**src/tll_defs.vh**
```
/*
 * Constants of the three-wire latch loader: word layout, latch codes,
 * control latch fields, monitor selections and sampling figures.
 * Assumes it is included by bare name from the loader design files.
 */
`ifndef TLL_DEFS_VH
`define TLL_DEFS_VH

// ****************************************************************
// Word layout
// ****************************************************************
`define TLL_WORD_BITS 24
`define TLL_SEL_HI 1
`define TLL_SEL_LO 0
`define TLL_BITCNT_W 5

// ****************************************************************
// Latch selection codes
// ****************************************************************
`define TLL_SEL_CONTROL 2'h0
`define TLL_SEL_REF 2'h1
`define TLL_SEL_FEEDBACK 2'h2
`define TLL_SEL_TEST 2'h3

// ****************************************************************
// Control latch fields and reset values
// ****************************************************************
`define TLL_CTL_CORE_PD_BIT 20
`define TLL_CTL_CP_TRI_BIT 21
`define TLL_CTL_MON_LSB 5
`define TLL_CTL_MON_MSB 7
`define TLL_LATCH_RESET 24'h000000

// ****************************************************************
// Monitor selections
// ****************************************************************
`define TLL_MON_LOW 3'h0
`define TLL_MON_LOCK 3'h1
`define TLL_MON_RF 3'h2
`define TLL_MON_REF 3'h3

// ****************************************************************
// Timing
// ****************************************************************
`define TLL_CLK_PERIOD_NS 4
`define TLL_SYNC_STAGES 2

`endif

```
**src/tll_sync.v**
```verilog
/*
 * Two-flop synchroniser for a group of independent level inputs.
 * Assumes every bit comes from outside the reference clock domain.
 */
`timescale 1ns/1ns
module tll_sync #(
    parameter WIDTH = 1
) (
    input wire clk_in,
    input wire rst_in,
    input wire [WIDTH-1:0] async_in,
    output wire [WIDTH-1:0] sync_out
);
    reg [WIDTH-1:0] meta_q;
    reg [WIDTH-1:0] sync_q;

    // ****************************************************************
    // Stages
    // ****************************************************************
    // The first stage is read by the second stage only
    always @(posedge clk_in) begin
        if (rst_in) begin
            meta_q <= {WIDTH{1'b0}};
            sync_q <= {WIDTH{1'b0}};
        end else begin
            meta_q <= async_in;
            sync_q <= meta_q;
        end
    end

    assign sync_out = sync_q;
endmodule

```
**src/tll_top.v**
```verilog
/*
 * Three-wire serial programming port of a synthesizer: shift register,
 * four latches, power-down gating of the charge pump and monitor mux.
 * Assumes the serial pins, chip enable and monitored signals are
 * asynchronous to REF_CLK_IN, which runs well above the serial clock.
 */
`timescale 1ns/1ns
`include "tll_defs.vh"

module tll_top #(
    parameter WORD_BITS = `TLL_WORD_BITS
) (
    input wire REF_CLK_IN,
    input wire RST_IN,
    input wire SERIAL_CLK_IN,
    input wire SERIAL_DATA_IN,
    input wire LOAD_STROBE_IN,
    input wire CHIP_ENABLE_IN,
    input wire LOCK_DETECT_IN,
    input wire RF_SCALED_IN,
    input wire REF_SCALED_IN,
    input wire PUMP_UP_IN,
    output wire MONITOR_OUTPUT_OUT,
    output wire CHARGE_PUMP_OUTPUT_OUT,
    output wire CHARGE_PUMP_OUTPUT_OE_OUT,
    output wire CORE_POWERED_OUT,
    output wire [WORD_BITS-1:0] CONTROL_LATCH_OUT,
    output wire [WORD_BITS-1:0] REF_LATCH_OUT,
    output wire [WORD_BITS-1:0] FEEDBACK_LATCH_OUT,
    output wire [WORD_BITS-1:0] TEST_LATCH_OUT,
    output wire FEEDBACK_UPDATE_OUT,
    output wire SHORT_WORD_OUT
);
    // ****************************************************************
    // Declarations
    // ****************************************************************
    localparam SYNC_W = 8;
    localparam [`TLL_BITCNT_W-1:0] FULL_COUNT = WORD_BITS[`TLL_BITCNT_W-1:0];

    wire [SYNC_W-1:0] pins_async;
    wire [SYNC_W-1:0] pins_sync;
    wire sclk_s;
    wire sdata_s;
    wire load_s;
    wire ce_s;
    wire lock_s;
    wire rf_s;
    wire ref_s;
    wire pump_s;
    wire sclk_rise;
    wire load_rise;
    wire [1:0] sel;

    reg sclk_prev_q;
    reg load_prev_q;
    reg [WORD_BITS-1:0] shift_q;
    reg [WORD_BITS-1:0] shift_d;
    reg [`TLL_BITCNT_W-1:0] count_q;
    reg [`TLL_BITCNT_W-1:0] count_d;
    reg [WORD_BITS-1:0] ctl_q;
    reg [WORD_BITS-1:0] ref_q;
    reg [WORD_BITS-1:0] fb_q;
    reg [WORD_BITS-1:0] test_q;
    reg fb_update_q;
    reg short_q;
    reg short_d;
    reg powered_q;
    reg pump_oe_q;
    reg pump_q;
    reg monitor_q;
    reg monitor_d;

    // ****************************************************************
    // Input synchronisation
    // ****************************************************************
    // Clock and data share one stage count, so their relative timing
    // survives; the data hold time covers the sampling uncertainty.
    assign pins_async = {PUMP_UP_IN, REF_SCALED_IN, RF_SCALED_IN,
                         LOCK_DETECT_IN, CHIP_ENABLE_IN, LOAD_STROBE_IN,
                         SERIAL_DATA_IN, SERIAL_CLK_IN};

    tll_sync #(
        .WIDTH(SYNC_W)
    ) u_sync (
        .clk_in(REF_CLK_IN),
        .rst_in(RST_IN),
        .async_in(pins_async),
        .sync_out(pins_sync)
    );

    assign sclk_s = pins_sync[0];
    assign sdata_s = pins_sync[1];
    assign load_s = pins_sync[2];
    assign ce_s = pins_sync[3];
    assign lock_s = pins_sync[4];
    assign rf_s = pins_sync[5];
    assign ref_s = pins_sync[6];
    assign pump_s = pins_sync[7];

    // ****************************************************************
    // Edge detection
    // ****************************************************************
    always @(posedge REF_CLK_IN) begin
        if (RST_IN) begin
            sclk_prev_q <= 1'b0;
            load_prev_q <= 1'b0;
        end else begin
            sclk_prev_q <= sclk_s;
            load_prev_q <= load_s;
        end
    end

    assign sclk_rise = sclk_s & ~sclk_prev_q;
    assign load_rise = load_s & ~load_prev_q;

    // ****************************************************************
    // Shift register
    // ****************************************************************
    // Bits enter at the bottom, so the first bit sent ends at the top
    // and the last two sent form the latch selection.
    assign sel = {shift_q[`TLL_SEL_HI], shift_q[`TLL_SEL_LO]};

    always @* begin
        shift_d = shift_q;
        count_d = count_q;
        short_d = short_q;
        if (load_rise) begin
            // A load with fewer bits than a word is flagged, not refused
            short_d = (count_q < FULL_COUNT);
            count_d = {`TLL_BITCNT_W{1'b0}};
        end else if (sclk_rise) begin
            shift_d = {shift_q[WORD_BITS-2:0], sdata_s};
            if (count_q != {`TLL_BITCNT_W{1'b1}}) begin
                count_d = count_q + 1'b1;
            end
        end
    end

    always @(posedge REF_CLK_IN) begin
        if (RST_IN) begin
            shift_q <= `TLL_LATCH_RESET;
            count_q <= {`TLL_BITCNT_W{1'b0}};
            short_q <= 1'b0;
        end else begin
            shift_q <= shift_d;
            count_q <= count_d;
            short_q <= short_d;
        end
    end

    // ****************************************************************
    // Latches
    // ****************************************************************
    // The whole word is copied, selection bits included; the test latch
    // is written like any other since the host is trusted to avoid it.
    always @(posedge REF_CLK_IN) begin
        if (RST_IN) begin
            ctl_q <= `TLL_LATCH_RESET;
            ref_q <= `TLL_LATCH_RESET;
            fb_q <= `TLL_LATCH_RESET;
            test_q <= `TLL_LATCH_RESET;
            fb_update_q <= 1'b0;
        end else begin
            fb_update_q <= 1'b0;
            if (load_rise) begin
                case (sel)
                    `TLL_SEL_CONTROL: begin
                        ctl_q <= shift_q;
                    end
                    `TLL_SEL_REF: begin
                        ref_q <= shift_q;
                    end
                    `TLL_SEL_FEEDBACK: begin
                        fb_q <= shift_q;
                        // Band selection restarts on each feedback load
                        fb_update_q <= 1'b1;
                    end
                    default: begin
                        test_q <= shift_q;
                    end
                endcase
            end
        end
    end

    // ****************************************************************
    // Power-down and charge pump
    // ****************************************************************
    always @(posedge REF_CLK_IN) begin
        if (RST_IN) begin
            powered_q <= 1'b0;
            pump_oe_q <= 1'b0;
            pump_q <= 1'b0;
        end else begin
            // Chip enable is necessary but not sufficient for power
            powered_q <= ce_s & ~ctl_q[`TLL_CTL_CORE_PD_BIT];
            pump_oe_q <= ce_s & ~ctl_q[`TLL_CTL_CORE_PD_BIT]
                         & ~ctl_q[`TLL_CTL_CP_TRI_BIT];
            pump_q <= pump_s & ce_s;
        end
    end

    // ****************************************************************
    // Monitor output
    // ****************************************************************
    // The scaled clocks are sampled, so they must run well below half
    // the reference clock rate to come out cleanly.
    always @* begin
        case (ctl_q[`TLL_CTL_MON_MSB:`TLL_CTL_MON_LSB])
            `TLL_MON_LOCK: begin
                monitor_d = lock_s;
            end
            `TLL_MON_RF: begin
                monitor_d = rf_s;
            end
            `TLL_MON_REF: begin
                monitor_d = ref_s;
            end
            default: begin
                monitor_d = 1'b0;
            end
        endcase
    end

    always @(posedge REF_CLK_IN) begin
        if (RST_IN) begin
            monitor_q <= 1'b0;
        end else begin
            monitor_q <= monitor_d & powered_q;
        end
    end

    // ****************************************************************
    // Outputs
    // ****************************************************************
    assign MONITOR_OUTPUT_OUT = monitor_q;
    assign CHARGE_PUMP_OUTPUT_OUT = pump_q;
    assign CHARGE_PUMP_OUTPUT_OE_OUT = pump_oe_q;
    assign CORE_POWERED_OUT = powered_q;
    assign CONTROL_LATCH_OUT = ctl_q;
    assign REF_LATCH_OUT = ref_q;
    assign FEEDBACK_LATCH_OUT = fb_q;
    assign TEST_LATCH_OUT = test_q;
    assign FEEDBACK_UPDATE_OUT = fb_update_q;
    assign SHORT_WORD_OUT = short_q;
endmodule
```
**config.mk**
```make
export PLATFORM = sky130hd
export DESIGN_NAME = tll_top
export DESIGN_NICKNAME = d
export VERILOG_FILES = /design/src/tll_sync.v /design/src/tll_top.v
export VERILOG_INCLUDE_DIRS = /design/src
export SDC_FILE = /design/constraint.sdc
export NUM_CORES = 1
export LEC_CHECK = 0
export BUFFER_PORTS_ARGS = -buffer_cell sky130_fd_sc_hd__buf_4
export CORE_MARGIN = 4
export CORE_UTILIZATION = 49
export CTS_BUF_LIST = sky130_fd_sc_hd__clkbuf_8
export DETAILED_ROUTE_END_ITERATION = 8
export HOLD_SLACK_MARGIN = 0.15
export PLACE_DENSITY = 0.84
export SETUP_SLACK_MARGIN = 0.2
export SYNTH_ARGS = -nofsm -noshare
export SYNTH_HDL_FRONTEND = slang
export SYNTH_SLANG_ARGS = --single-unit
```
**constraint.sdc**
```tcl
create_clock -name REF_CLK_IN -period 1.9 [get_ports REF_CLK_IN]
set_input_delay 0.38 -clock REF_CLK_IN [delete_from_list [all_inputs] [get_ports REF_CLK_IN]]
set_output_delay 0.38 -clock REF_CLK_IN [all_outputs]
set_load 0.005 [all_outputs]
```
==> metrics.yaml <==
run_status:
  status: "completed"
die:
  start_util_pct: 50.3
  fp.dieW_um: 111
  row_count: 37
  io_pins: 112
  core_um2: 10400
  fp.dieH_um: 111
  die-area_um2: 12400
placed_design:
  portBuffers: 111
  hpwl_um: 8590
  place.gp.congestion: 0.820
routing:
  vias_per_cell: 5.28
  routed_wl_um: 12900
  num_vias: 4461
  drt_iter0_drc: 329
  wl_per_cell_um: 15.3
  drtAntennaViolNets: 0
  route.detailed.drc: 0
  dr.pass1.iters: 7
cells_and_area:
  layout-drive-gt1-share_pct: 22.8
  fillers: 878
  num_antenna_cells: 0
  seq_area_um2: 2990
  fin_util_pct: 62.3
  multi_input_area_um2: 2020
  syn_to_final_growth_pct: 23.8
  final_nets: 712
synth:
  synth_mux_area_share_pct: 0.600
  synth_xor_area_share_pct: 0.336
  syn_area_um2: 5220
  async_flop_share_pct: 0
  syn_nets: 617
  ys_types: 35
  yosys.area_share.simple_pct: 23.0
  syn_inst: 605
  synth-main-ff-cell: "dfxtp_1"
  synth_top_family_by_area: "simple AND/OR/NAND/NOR gates"
  avgSynthCellArea_um2: 8.62
  synth_compound_area_share_pct: 13.6
  yosys.area_share.adder_pct: 0.480
  synth_area_leaders: "dfxtp_1 (57%), nand2_1 (13%), a21oi_1 (11%)"
  synth-edff-count: 0
  seq_area_frac_synth_pct: 57.2
  yosys.area.top_type: "dfxtp_1"
  ys_ff_latch: 149
  ys_warn_count: 0
  netlist.area_leader.share_pct: 57.2
worst_hold_path:
  min_to: "u_sync.meta_q[3]"
  min_from: "CHIP_ENABLE_IN"
  holdCritPathClass: "in -> reg"
  hold-path-cell-count: 2
power:
  p_total_mw: 5.27
  p_seq_share_pct: 59.9
  power.internal_mw: 4.11
  p_per_area_nw_per_um2: 815
  p_sw_share_pct: 21.9
  clkPwrFrac_pct: 37.2
  switchingPower_mw: 1.15
  p_comb_share_pct: 2.9
  p_leak_nw: 2.42
  ir_drop_v: 0.000483
critical_path:
  r2r_slack_ns: 0.23
  cp.required_ns: 2.24
  worstSetupStartpoint: "count_q[0]"
  critPathArrivalTime_ns: 2.00
  crit_fanout: 4
  r2r_cells: 5
  r2r-end: "count_q[3]"
  r2r-start: "count_q[0]"
  criticalPathCategory: "reg -> reg"
  end_kind: "register"
  start_kind: "register"
clocking:
  cts.sinks: 149
  cts_made_buffers: 17
  path_clk_slew_ns: 0.07
  root_buffer: "clkbuf_8"
  cts_max_level: 4
  tritoncts: "done"
  clk_path_buf_depth: 2
  insertion_delay_ns: 0.42
global_route:
  track_usage_pct: 21.2
  grt_pass1_vias: 4349
  grt_pass1_wl_um: 21500
  gr-total-overflow: 0
  grt_max_degree: 61
  antenna_found_initial: 0
timing:
  slew_headroom_pct: 61.5
  hold_viol: 0
  setup_viol: 0
  tightest_slew_ns: 0.578
  fin_crit_sh_pct: 87.8
  fin_worst_skew_ns: 0.0118
  setup-tns-final_ns: 0
  min_period_ns: 1.67
  slew_violations: 0
  rsz0062_at_grt: "true"
  max_freq_mhz: 600
  whs_ns: 0.172
flow_run:
  drv_cap: 0
metal layers:
layer	vias up	track usage (%)	wire length, um
met2	172	34.1	6070
met3	14	6.71	1090
met4	0	6.73	133
met5	-	0	0
met1	2093	27.1	5590
li1	2182	-	-
worst max-delay path by stage:
stage,end,slack (ns),cells past startpoint
after floorplan,count_q[3],0.23,5
after global placement,count_q[3],0.20,5
after detailed placement,count_q[3],0.1,5
after CTS,count_q[3],0.23,5
after global routing,count_q[3],0.20,5
final,count_q[3],0.23,5
power by group through the flow:
stage               Sequential, mW  Clock, mW  Combinational [mW]
floorplan                     3.22          0               0.106
global placement              3.22          0               0.143
detailed placement            3.23          0               0.148
CTS                           3.15       2.00               0.149
global route                  3.16       2.15               0.165
finish                        3.16       1.96               0.153
per-stage QoR:
stage          setup slack (ns)  std cells  cell area (um^2)
6_report                  0.233        845              6460
5_1_grt                   0.196        845              6460
4_1_cts                   0.227        844              6430
3_5_place_dp             0.0990        816              6100
3_3_place_gp              0.203        816              6100
2_1_floorplan             0.229        605              5220
cell usage after synthesis (2+ instances only):
cell type / n
mux2i_1: 2
xnor2_1: 2
nand3_1: 25
buf_2: 21
nand4bb_1: 2
nor3_1: 4
buf_4: 3
o21ai_0: 24
dfxtp_1: 149
a21oi_1: 113
nor3b_1: 5
ha_1: 2
nand2_1: 178
buf_6: 4
nor2b_1: 21
nor2_1: 11
clkbuf_1: 21
cell type report:
cell class	instances	area share, %
Multi-Input combinational cell	407	31.3
Clock buffer	19	4.05
Clock inverter	9	0.697
Sequential cell	149	46.2
Tap cell	136	2.63
Timing Repair Buffer	125	15.1
placed cells by master (no fill, tap or decap), drive strengths merged, types with 2 or more instances in the layout:
cell type	synthesis	routed
ha	2	2
nand2b	2	2
nand3	25	25
o21ai	24	24
buf	28	125
nor2	11	11
nand4bb	2	2
inv	0	4
xnor2	2	2
clkinv	0	3
mux2i	2	2
clkinvlp	0	2
dfxtp	149	149
and4bb	2	2
nor3b	6	6
nor2b	21	21
clkbuf	21	19
nand2	178	178
a21oi	113	113
nor3	4	4
sequential cells by signal (all words and copies together), names as in the netlist, 5 cells and up:
signal              count
u_sync.meta_q           8
u_sync.sync_out         8
TEST_LATCH_OUT         24
count_q                 5
REF_LATCH_OUT          24
FEEDBACK_LATCH_OUT     24
shift_q                24
CONTROL_LATCH_OUT      24
kinds of logic (layout without fill, tap and decap cells):
family	Yosys count	in the layout
adder cells (fa/ha/maj)	2	2
buffers and inverters	49	153
multiplexers	3	3
flip-flops	149	149
XOR/XNOR	2	2
AND/OR/NAND/NOR	260	260
AO/OA/AOI/OAI	140	140
worst max-delay path, stage by stage (launching register included):
cell      delay, ns
dfxtp_2        0.35
ha_4           0.16
and3_4         0.18
ha_4           0.17
or4_4          0.51
a211oi_2       0.22
what timing repair did:
| action | CTS | global route |
|---|---|---|
| hold buffers | 0 | 0 |
| endpoints found under the setup margin | 4 | 4 |
| setup buffers | 0 | 1 |
| pin swaps | 1 | 1 |
| gates resized for setup | 6 | 3 |
Power figures use the tool's default switching activity.
